[config.mk]
export PLATFORM = sky130hd
export DESIGN_NAME = tch_report_framer
export DESIGN_NICKNAME = d
export VERILOG_FILES = /design/src/tch_pkg.sv /design/src/tch_report_framer.sv /design/src/tch_slot_byte.sv
export SDC_FILE = /design/constraint.sdc
export NUM_CORES = 1
export LEC_CHECK = 0
export BUFFER_PORTS_ARGS = -buffer_cell sky130_fd_sc_hd__buf_2
export CAP_MARGIN = 20
export CORE_UTILIZATION = 50
export DETAILED_ROUTE_END_ITERATION = 6
export GPL_ROUTABILITY_DRIVEN = 0
export PLACE_DENSITY = 0.85
export SLEW_MARGIN = 20
export SYNTH_ARGS = -nofsm -noshare
export SYNTH_HDL_FRONTEND = slang
export SYNTH_SLANG_ARGS = --single-unit
[constraint.sdc]
create_clock -name i_clk_sys -period 7.12 [get_ports i_clk_sys]
set_input_delay 1.424 -clock i_clk_sys [delete_from_list [all_inputs] [get_ports i_clk_sys]]
set_output_delay 1.424 -clock i_clk_sys [all_outputs]
set_load 0.005 [all_outputs]
[src/tch_pkg.sv]
// Purpose: shared constants for the touch report framer
// Assumes: 100 MHz system clock, byte-wide endpoint stream
// Notes: byte positions count from the report identifier at 0
package tch_pkg;

  // ===========================================================
  // endpoints and device identity
  localparam logic [7:0] EP_GENERIC_IN_ADDR = 8'h81;
  localparam logic [7:0] EP_GENERIC_OUT_ADDR = 8'h02;
  localparam logic [7:0] EP_TOUCH_IN_ADDR = 8'h83;
  localparam logic [1:0] DIGITIZER_IN_EP_COUNT = 2'h1;
  localparam logic [1:0] DIGITIZER_OUT_EP_COUNT = 2'h0;
  localparam logic FULL_SPEED = 1'b1;
  localparam int LINK_RATE_MBPS = 12;

  // ===========================================================
  // report layout
  localparam logic [7:0] REPORT_ID_TOUCH = 8'h01;
  localparam logic [5:0] BYTE_REPORT_ID = 6'h00;
  localparam logic [5:0] BYTE_FIRST_SLOT = 6'h01;
  localparam logic [5:0] BYTE_LAST_SLOT = 6'h37;
  localparam logic [5:0] BYTE_SCAN_LO = 6'h38;
  localparam logic [5:0] BYTE_SCAN_HI = 6'h39;
  localparam logic [5:0] BYTE_COUNT = 6'h3A;
  localparam logic [2:0] SLOTS_PER_REPORT = 3'h5;
  localparam logic [5:0] SLOTS_PER_REPORT_W6 = 6'h05;
  localparam logic [2:0] LAST_SLOT_IDX = 3'h4;

  // ===========================================================
  // offsets inside one 11-byte slot
  localparam logic [3:0] OFF_ID = 4'h0;
  localparam logic [3:0] OFF_X_LO = 4'h1;
  localparam logic [3:0] OFF_X_HI = 4'h2;
  localparam logic [3:0] OFF_X2_LO = 4'h3;
  localparam logic [3:0] OFF_X2_HI = 4'h4;
  localparam logic [3:0] OFF_Y_LO = 4'h5;
  localparam logic [3:0] OFF_Y_HI = 4'h6;
  localparam logic [3:0] OFF_Y2_LO = 4'h7;
  localparam logic [3:0] OFF_Y2_HI = 4'h8;
  localparam logic [3:0] OFF_WIDTH = 4'h9;
  localparam logic [3:0] OFF_HEIGHT = 4'hA;
  localparam logic [3:0] OFF_LAST = 4'hA;

  // ===========================================================
  // scan time base
  localparam int CLK_HZ = 100000000;
  localparam int SCAN_TICK_HZ = 10000;
  localparam int SCAN_TICK_CYCLES = CLK_HZ / SCAN_TICK_HZ;

  typedef enum logic {TCH_IDLE, TCH_SEND} tch_state_e;

endpackage

[src/tch_report_framer.sv]
// Purpose: builds digitizer input reports for the touch interrupt-in endpoint
// Assumes: touch table answers o_touch_idx combinationally in the same cycle
// Notes: one frame is one or more 59-byte reports, five touches each
`timescale 1ns/1ps
module tch_report_framer
  import tch_pkg::*;
#(
  parameter int SCAN_CYCLES = tch_pkg::SCAN_TICK_CYCLES,
  parameter logic [3:0] VER_MAJOR = 4'h1,
  parameter logic [3:0] VER_MINOR = 4'h0,
  parameter logic [7:0] BUILD_BCD = 8'h01
)
(
  input wire logic i_clk_sys,
  input wire logic i_reset,
  // frame request
  input wire logic i_frame_start,
  input wire logic [4:0] i_touch_count,
  input wire logic i_touch_geometry_enable,
  // touch table lookup
  input wire logic [4:0] i_touch_id,
  input wire logic i_in_detect,
  input wire logic [11:0] i_x,
  input wire logic [11:0] i_y,
  input wire logic [11:0] i_x2,
  input wire logic [11:0] i_y2,
  input wire logic [7:0] i_width,
  input wire logic [7:0] i_height,
  output logic [4:0] o_touch_idx,
  // byte stream toward the endpoint buffer
  output logic [7:0] o_ep_data,
  output logic o_ep_valid,
  input wire logic i_ep_ready,
  output logic o_ep_report_end,
  output logic o_ep_frame_end,
  output logic [7:0] o_ep_addr,
  output logic o_busy,
  // static device description
  output logic [7:0] o_generic_in_addr,
  output logic [7:0] o_generic_out_addr,
  output logic [1:0] o_digitizer_in_eps,
  output logic [1:0] o_digitizer_out_eps,
  output logic o_full_speed,
  output logic o_ctrl_ep_enable,
  output logic [15:0] o_version
);

  // ===========================================================
  // state
  tch_state_e state_r;
  tch_state_e state_nxt;
  logic [5:0] byte_r;
  logic [3:0] off_r;
  logic [5:0] base_r;
  logic [5:0] tidx_r;
  logic [5:0] count_r;
  logic geom_r;
  logic [15:0] scan_r;
  logic [15:0] frame_scan_r;
  logic [$clog2(SCAN_CYCLES)-1:0] pre_r;

  // ===========================================================
  // scan time base
  localparam logic [$clog2(SCAN_CYCLES)-1:0] PRE_LAST = ($clog2(SCAN_CYCLES))'(SCAN_CYCLES - 1);
  wire pre_wrap = (pre_r == PRE_LAST);

  always_ff @(posedge i_clk_sys)
  begin
    if (i_reset)
    begin
      pre_r <= '0;
      scan_r <= 16'h0000;
    end
    else
    begin
      pre_r <= pre_wrap ? '0 : pre_r + 1'b1;
      if (pre_wrap)
      begin
        scan_r <= scan_r + 16'h0001;
      end
    end
  end

  // ===========================================================
  // byte decode
  wire load = (state_r == TCH_SEND) && (!o_ep_valid || i_ep_ready);
  wire accept = (state_r == TCH_IDLE) && i_frame_start;
  wire in_slots = (byte_r >= BYTE_FIRST_SLOT) && (byte_r <= BYTE_LAST_SLOT);
  wire at_count = (byte_r == BYTE_COUNT);
  wire last_rpt = ((base_r + SLOTS_PER_REPORT_W6) >= count_r);
  wire slot_active = (tidx_r < count_r);
  wire off_wrap = (off_r == OFF_LAST);
  wire [7:0] slot_byte;
  wire [7:0] count_byte = last_rpt ? {2'b00, count_r} : 8'h00;
  logic [7:0] byte_nxt;

  tch_slot_byte u_slot (
    .i_offset(off_r),
    .i_active(slot_active),
    .i_geom_en(geom_r),
    .i_touch_id(i_touch_id),
    .i_in_detect(i_in_detect),
    .i_x(i_x),
    .i_y(i_y),
    .i_x2(i_x2),
    .i_y2(i_y2),
    .i_width(i_width),
    .i_height(i_height),
    .o_byte(slot_byte)
  );

  always_comb
  begin
    byte_nxt = 8'h00;
    if (byte_r == BYTE_REPORT_ID)
    begin
      byte_nxt = REPORT_ID_TOUCH;
    end
    else if (in_slots)
    begin
      byte_nxt = slot_byte;
    end
    else if (byte_r == BYTE_SCAN_LO)
    begin
      byte_nxt = frame_scan_r[7:0];
    end
    else if (byte_r == BYTE_SCAN_HI)
    begin
      byte_nxt = frame_scan_r[15:8];
    end
    else
    begin
      byte_nxt = count_byte;
    end
  end

  always_comb
  begin
    state_nxt = state_r;
    case (state_r)
      TCH_IDLE: state_nxt = accept ? TCH_SEND : TCH_IDLE;
      TCH_SEND: state_nxt = (load && at_count && last_rpt) ? TCH_IDLE : TCH_SEND;
      default: state_nxt = TCH_IDLE;
    endcase
  end

  // ===========================================================
  // frame sequencing
  always_ff @(posedge i_clk_sys)
  begin
    if (i_reset)
    begin
      state_r <= TCH_IDLE;
    end
    else
    begin
      state_r <= state_nxt;
    end
  end

  always_ff @(posedge i_clk_sys)
  begin
    if (i_reset)
    begin
      count_r <= 6'h00;
      geom_r <= 1'b0;
      frame_scan_r <= 16'h0000;
    end
    else if (accept)
    begin
      count_r <= {1'b0, i_touch_count};
      geom_r <= i_touch_geometry_enable;
      frame_scan_r <= scan_r;
    end
  end

  always_ff @(posedge i_clk_sys)
  begin
    if (i_reset || accept)
    begin
      byte_r <= BYTE_REPORT_ID;
      off_r <= OFF_ID;
      base_r <= 6'h00;
      tidx_r <= 6'h00;
    end
    else if (load && at_count)
    begin
      byte_r <= BYTE_REPORT_ID;
      off_r <= OFF_ID;
      base_r <= base_r + SLOTS_PER_REPORT_W6;
      tidx_r <= base_r + SLOTS_PER_REPORT_W6;
    end
    else if (load)
    begin
      byte_r <= byte_r + 6'h01;
      if (in_slots)
      begin
        off_r <= off_wrap ? OFF_ID : off_r + 4'h1;
        if (off_wrap)
        begin
          tidx_r <= tidx_r + 6'h01;
        end
      end
    end
  end

  // ===========================================================
  // output stage
  always_ff @(posedge i_clk_sys)
  begin
    if (i_reset)
    begin
      o_ep_valid <= 1'b0;
      o_ep_data <= 8'h00;
      o_ep_report_end <= 1'b0;
      o_ep_frame_end <= 1'b0;
    end
    else if (load)
    begin
      o_ep_valid <= 1'b1;
      o_ep_data <= byte_nxt;
      o_ep_report_end <= at_count;
      o_ep_frame_end <= at_count && last_rpt;
    end
    else if (i_ep_ready)
    begin
      o_ep_valid <= 1'b0;
      o_ep_report_end <= 1'b0;
      o_ep_frame_end <= 1'b0;
    end
  end

  always_ff @(posedge i_clk_sys)
  begin
    if (i_reset)
    begin
      o_touch_idx <= 5'h00;
      o_busy <= 1'b0;
    end
    else
    begin
      o_touch_idx <= state_nxt == TCH_IDLE ? 5'h00 : o_touch_idx;
      o_busy <= (state_nxt == TCH_SEND);
      if (accept)
      begin
        o_touch_idx <= 5'h00;
      end
      else if (load && at_count)
      begin
        o_touch_idx <= 5'(base_r + SLOTS_PER_REPORT_W6);
      end
      else if (load && in_slots && off_wrap)
      begin
        o_touch_idx <= 5'(tidx_r + 6'h01);
      end
    end
  end

  // ===========================================================
  // static description
  always_ff @(posedge i_clk_sys)
  begin
    if (i_reset)
    begin
      o_ep_addr <= 8'h00;
      o_generic_in_addr <= 8'h00;
      o_generic_out_addr <= 8'h00;
      o_digitizer_in_eps <= 2'h0;
      o_digitizer_out_eps <= 2'h0;
      o_full_speed <= 1'b0;
      o_ctrl_ep_enable <= 1'b0;
      o_version <= 16'h0000;
    end
    else
    begin
      o_ep_addr <= EP_TOUCH_IN_ADDR;
      o_generic_in_addr <= EP_GENERIC_IN_ADDR;
      o_generic_out_addr <= EP_GENERIC_OUT_ADDR;
      o_digitizer_in_eps <= DIGITIZER_IN_EP_COUNT;
      o_digitizer_out_eps <= DIGITIZER_OUT_EP_COUNT;
      o_full_speed <= FULL_SPEED;
      o_ctrl_ep_enable <= 1'b1;
      o_version <= {VER_MAJOR, VER_MINOR, BUILD_BCD};
    end
  end

endmodule

[src/tch_slot_byte.sv]
// Purpose: selects one byte of a touch slot from its offset
// Assumes: positions already scaled to 12 bits
// Notes: inactive slot reads all zero
`timescale 1ns/1ps
module tch_slot_byte
  import tch_pkg::*;
(
  input wire logic [3:0] i_offset,
  input wire logic i_active,
  input wire logic i_geom_en,
  input wire logic [4:0] i_touch_id,
  input wire logic i_in_detect,
  input wire logic [11:0] i_x,
  input wire logic [11:0] i_y,
  input wire logic [11:0] i_x2,
  input wire logic [11:0] i_y2,
  input wire logic [7:0] i_width,
  input wire logic [7:0] i_height,
  output logic [7:0] o_byte
);

  logic [7:0] sel;

  always_comb
  begin
    sel = 8'h00;
    case (i_offset)
      OFF_ID: sel = {i_touch_id, 2'b00, i_in_detect};
      OFF_X_LO: sel = i_x[7:0];
      OFF_X_HI: sel = {4'h0, i_x[11:8]};
      OFF_Y_LO: sel = i_y[7:0];
      OFF_Y_HI: sel = {4'h0, i_y[11:8]};
      OFF_X2_LO: sel = i_geom_en ? i_x2[7:0] : 8'h00;
      OFF_X2_HI: sel = i_geom_en ? {4'h0, i_x2[11:8]} : 8'h00;
      OFF_Y2_LO: sel = i_geom_en ? i_y2[7:0] : 8'h00;
      OFF_Y2_HI: sel = i_geom_en ? {4'h0, i_y2[11:8]} : 8'h00;
      OFF_WIDTH: sel = i_geom_en ? i_width : 8'h00;
      OFF_HEIGHT: sel = i_geom_en ? i_height : 8'h00;
      default: sel = 8'h00;
    endcase
  end

  assign o_byte = i_active ? sel : 8'h00;

endmodule

======== Word-level counts from Yosys, hierarchy flattened ========
Index checks and enable logic that the tools add are counted.
storage, ports and cells
  register bits ........................... 134
  bits in latches ......................... 0
  bits in writable memories ............... 0
  bits in read-only memories .............. 0
  input port bits ......................... 80
  word-level logic and storage cells ...... 103
  memories kept ........................... 0
operators by class
  add/subtract/negate cells ............... 6
  multiply operators ...................... 0
  div/mod/pow operators ................... 0
  magnitude comparators ................... 4
  equality and inequality tests ........... 15
  shift operators ......................... 0
  mux-type cells .......................... 34
  bitwise gates (word level) .............. 1
  reduce and logical (&&, ||, !) cells .... 22
operator list
  cell                                                                                 number
  8-bit 2-to-1 mux                                                                     11
  8-bit one-hot mux with 11 select lines                                               1
  6-bit 2-to-1 mux                                                                     4
  5-bit 2-to-1 mux                                                                     4
  6-bit equality test, second input constant                                           3
  16-bit by 1-bit adder with 16-bit output, second input constant                      1
  4-bit by 3-bit equality test with 1-bit output, second input constant                4
  14-bit by 1-bit adder with 14-bit output, second input constant                      1
  14-bit equality test, second input constant                                          1
  13-bit 2-to-1 mux                                                                    1
  6-bit by 1-bit adder with 6-bit output, second input constant                        2
  4-bit equality test, second input constant                                           3
  4-bit 2-to-1 mux                                                                     3
  4-bit by 2-bit equality test with 1-bit output, second input constant                2
  1-bit logical AND                                                                    8
  1-bit 2-to-1 mux                                                                     8
  2-bit nonzero test                                                                   4
  6-bit by 3-bit adder with 6-bit output, second input constant                        1
  6-bit by 1-bit greater-or-equal comparator with 1-bit output, second input constant  1
  6-bit by 5-bit greater-or-equal comparator with 1-bit output                         1
  6-bit <= comparator, second input constant                                           1
  6-bit zero test                                                                      1
  6-bit by 5-bit < comparator with 1-bit output                                        1
  2-bit OR reduction                                                                   3
  11 further kinds                                                                     12

======== Logic depth before layout (Yosys ltp) ========
  depth after elaboration ................. 10
  gate-level depth with buffers ........... 9
  depth with buffers taken out ............ 9

======== Hierarchy ========
From an unflattened synthesis, not the netlist that was laid out.
unflattened totals
  cell total of the unflattened synthesis .. 658
  area total of the unflattened synthesis .. 5,464.0 µm²
by module, submodules not included
  module             instances  cells an instance  area an instance (µm²)  sequential area each (µm²)
  tch_report_framer  1          565                4,709.5                 1,841.8
  tch_slot_byte      1          93                 754.5                   0.0

======== Least setup slack after synthesis ========
No wires, ideal clock.
  path kind ............................... input to register
  from .................................... input i_ep_ready
  to ...................................... register o_ep_data[1]
  data arrival time ....................... 2.528 ns
  required time ........................... 7.029 ns
  slack ................................... 4.501 ns
  stages .................................. 7
  path buffers ............................ 1
  cells stage by stage .................... nand2b_1 -> and2_1 -> clkbuf_1 -> nand2_1 -> o21ai_0 -> a31oi_1 -> a311oi_1
on the way
  word-level cells in the longest chain between the ends .. 2
ends and longest elaborated chain
  element               RTL line                  text
  from (decl)           tch_report_framer.sv:33   input wire logic i_ep_ready,
  1-bit logical OR      tch_report_framer.sv:86   wire load = (state_r == TCH_SEND) && (!o_ep_valid || i_ep_ready);
  1-bit logical AND     tch_report_framer.sv:86
  to (signal assigned)  tch_report_framer.sv:221  o_ep_data <= byte_nxt;
  to (decl)             tch_report_framer.sv:31   output logic [7:0] o_ep_data,
Every way passes these cells.
A chain may end at the register's enable or synchronous reset.

======== Worst setup path after layout ========
  from .................................... input i_ep_ready
  to ...................................... register o_ep_data[5]
The elaborated chain is that of the path after synthesis.

==> flow_metrics.env <==
export IMPL_status="finished clean"
export IMPL_layout_drive_gt1_share=0.2008
export IMPL_dieArea_sq_um=11240
export IMPL_seq_area_frac_synth=0.3405
export IMPL_vias=4895
export IMPL_r2r_end="o_ep_data[2]"
export IMPL_overflow=0
export IMPL_cpMostUsedCell="a21oi_1"
export IMPL_cp_start_kind="input pin"
export IMPL_r2r_cells=9
export IMPL_reg2reg_setup_slack_ns=4.36
export IMPL_die_h_um=106.0
export IMPL_fin_nets=845
export IMPL_finalMaxSlewViolations=0
export IMPL_fmax_mhz=336.6
export IMPL_vdd_drop_max_mv=0.1097
export IMPL_crit_required_ns=7.40
export IMPL_finalSetupTns_ns=0
export IMPL_grt_pass1_vias=4307
export IMPL_power_density_nw_per_um2=167.1
export IMPL_clock_sinks=92
export IMPL_postSynthCellCount=674
export IMPL_timing_rr_start="base_r[0]"
export IMPL_cp_cell_sequence="buf_2 -> nand2b_1 -> nand2_1 -> a21oi_1 -> o21ai_0 -> or3_1 -> a21oi_1"
export IMPL_route_layer_met1_wl_um=5521
export IMPL_die_w_um=106.0
export IMPL_grt_pass1_wl_um=20670
export IMPL_clock_skew_ns=0.01179
export IMPL_yosys_warnings=0
export IMPL_numCtsBuffers=9
export IMPL_final_hold_violation_count=0
export IMPL_grt_max_degree=55
export IMPL_first_pass_iters=5
export IMPL_synthFlopType="dfxtp_1"
export IMPL_path_clk_slew_ns=0.09
export IMPL_core_area_sq_um=10420
export IMPL_tritoncts="built"
export IMPL_wl_met2_um=6265
export IMPL_cts_path_max_buffers=2
export IMPL_slew_headroom=0.3415
export IMPL_routedWlPerCell_um=14.61
export IMPL_setup_viol=0
export IMPL_root_buffer="clkbuf_8"
export IMPL_synth_edff_count=0
export IMPL_wl_um=12970
export IMPL_min_from="pre_r[0]"
export IMPL_instances_no_fill=888
export IMPL_grt_antenna_before_repair=0
export IMPL_row_count=37
export IMPL_post_cts_setup_buffers=0
export IMPL_slowest_delay_ns=0.48
export IMPL_place_inst=872
export IMPL_ys_seq_elements=92
export IMPL_crit_type="in -> reg"
export IMPL_initial_utilization=0.5193
export IMPL_rsz0062_at_grt="false"
export IMPL_min_period_over_period=0.4172
export IMPL_async_flop_share=0
export IMPL_hp_class="reg -> reg"
export IMPL_cp_max_fo=16
export IMPL_fin_crit_ns=2.971
export IMPL_cts_hold_buf=0
export IMPL_dp_hpwl_um=9718
export IMPL_avgSynthCellArea_sq_um=8.025
export IMPL_grtUsageTotal=0.2286
export IMPL_h_tree_depth=3
export IMPL_cp_num_cells=7
export IMPL_wl_met3_um=875
export IMPL_setup_ws_ns=4.149
export IMPL_worstSetupEndpointType="flip-flop"
export IMPL_ios=143
export IMPL_n_fill_cell=994
export IMPL_antenna_cells=0
export IMPL_dpl_worst_slack_ns=3.823
export IMPL_syn2layout_area_growth_pct=9.646
export IMPL_drc=0
export IMPL_netlist_area_sq_um=5409
export IMPL_timing_critical_path_buf_inv=1
export IMPL_min_to="pre_r[0]"
export IMPL_worst_slew_pin_slew_ns=0.9865
export IMPL_worstPathArrival_ns=3.25
export IMPL_drt_vias_per_instance=5.512
export IMPL_ys_types=72
export IMPL_maxCapViolCount=0
export IMPL_drt_iter0_drc=472
export IMPL_io_buffers=107
export IMPL_p_total_uw=990.8
export IMPL_routed_top_layer="met4"
export IMPL_insertion_delay_ns=0.36
export IMPL_p_leak_nw=2.313
export IMPL_ctsResizeCount=0
export IMPL_critical_path_top_delay_family="compound AO/OA/AOI/OAI gates"
export IMPL_hold_depth=1
export IMPL_final_antenna_net_count=0
export IMPL_critPathSlowestCell="a21oi_1"
## how the worst max path moves through the flow
stage / startpoint / slack, ns / endpoint
after global routing: i_ep_ready / 4.02 / o_ep_data[5]
after floorplan: i_ep_ready / 4.50 / o_ep_data[1]
after global placement: i_ep_ready / 3.91 / o_ep_data[5]
after CTS: i_ep_ready / 4.18 / o_ep_data[5]
after detailed placement: i_ep_ready / 3.82 / o_ep_data[5]
final: i_ep_ready / 4.15 / o_ep_data[5]
## placed cells by master, fill, tap and decap left out, drive strengths merged, types with 3 or more instances in the layout
cell type / synthesis / routed
nor3: 7 / 7
nand3b: 4 / 4
and2: 7 / 7
nand4: 8 / 8
nor2b: 10 / 10
a21oi: 65 / 65
a22o: 4 / 4
a211oi: 3 / 3
a22oi: 8 / 8
and3: 7 / 7
mux2i: 9 / 9
nor2: 62 / 62
buf: 62 / 111
clkinvlp: 0 / 3
a311oi: 5 / 5
conb: 1 / 35
clkinv: 1 / 3
nand3: 20 / 20
o21ai: 29 / 29
a211o: 3 / 3
xnor2: 15 / 15
xor2: 20 / 20
and4: 3 / 3
or3: 11 / 11
a31oi: 9 / 9
nand2: 98 / 98
inv: 19 / 20
mux2: 4 / 4
ha: 18 / 18
nand2b: 4 / 4
clkbuf: 21 / 9
a221oi: 9 / 9
a32oi: 4 / 4
dfxtp: 92 / 92
o32ai: 3 / 3
## cells in the mapped netlist, drive strengths merged, types with 3 or more instances
cell type	number	area, sq um
and4	3	26.28
nand3	20	105.1
a21oi	65	329.1
ha	18	225.2
nand3b	4	30.03
a22o	4	35.03
xor2	20	175.2
o21ai	29	148.9
clkbuf	21	81.33
a22oi	8	60.06
a311oi	5	43.79
buf	62	459.2
a211o	3	26.28
nor3	7	45.04
a32oi	4	35.03
and2	7	51.31
a31oi	9	56.30
a211oi	3	32.53
and3	7	43.79
or3	11	68.82
mux2i	9	90.09
nand4	8	56.30
inv	19	71.32
dfxtp	92	1842
nor2	62	240.2
nand2	98	370.4
nand2b	4	25.02
a221oi	9	91.34
nor2b	10	62.56
mux2	4	45.04
o32ai	3	26.28
xnor2	15	131.4
## flip-flops by register name (all words and copies together), names as in the netlist
register         cells
base_r               6
byte_r               6
count_r              5
frame_scan_r        16
geom_r               1
o_busy               1
o_ep_addr            1
o_ep_data            8
o_ep_frame_end       1
o_ep_report_end      1
o_ep_valid           1
o_touch_idx          5
off_r                4
pre_r               14
scan_r              16
tidx_r               6
## cell type report
cell class,count,area (sq um),area share
multi-input combinational,513,3079,0.5192
sequential,92,1842,0.3105
timing repair buffer,111,565.5,0.09536
tap,136,170.2,0.02869
clock buffer,9,123.9,0.02089
clock inverter,7,75.07,0.01266
inverter,20,75.07,0.01266
## cells by family after synthesis
logic type,Yosys count,synth area share
mux,13,0.02498
compound gates,163,0.1999
fa+ha+maj,18,0.04164
buf+inv,103,0.1138
xor+xnor,35,0.05667
simple gates,249,0.2218
flops,92,0.3405
other cells,1,0.0006933
## metrics by stage
| step | hold slack [ns] | cell area [sq um] | utilization |
|---|---|---|---|
| detailed placement | 0.4387 | 5732 | 0.5503 |
| CTS | 0.4571 | 5931 | 0.5694 |
| global placement | 0.4257 | 5732 | 0.5503 |
| floorplan | 0.4130 | 5537 | - |
| finish | 0.4581 | 5931 | 0.5694 |
| global route | 0.4784 | 5931 | 0.5694 |
## worst reg2reg max path, cell delays in order, from the launching register on
cell and delay, ns:
dfxtp_1 0.49, ha_1 0.27, xnor2_1 0.19, ha_1 0.30, a211o_1 0.29, a31oi_1 0.21
o2111ai_2 0.25, and2_4 0.23, a221oi_1 0.30, a2111oi_1 0.10
## power by group
group	switching [mW]	internal [mW]	leakage, nW
combinational	0.0648	0.0441	1.48
clock	0.189	0.163	0.0918
sequential	0.00917	0.520	0.744
## layer usage
| metal | vias up | GRT usage |
|---|---|---|
| li1 | 2426 | - |
| met1 | 2258 | 0.2799 |
| met2 | 183 | 0.3936 |
| met3 | 28 | 0.04414 |
| met4 | 0 | 0.09127 |
| met5 | - | 0 |
Power figures use the tool's default switching activity.
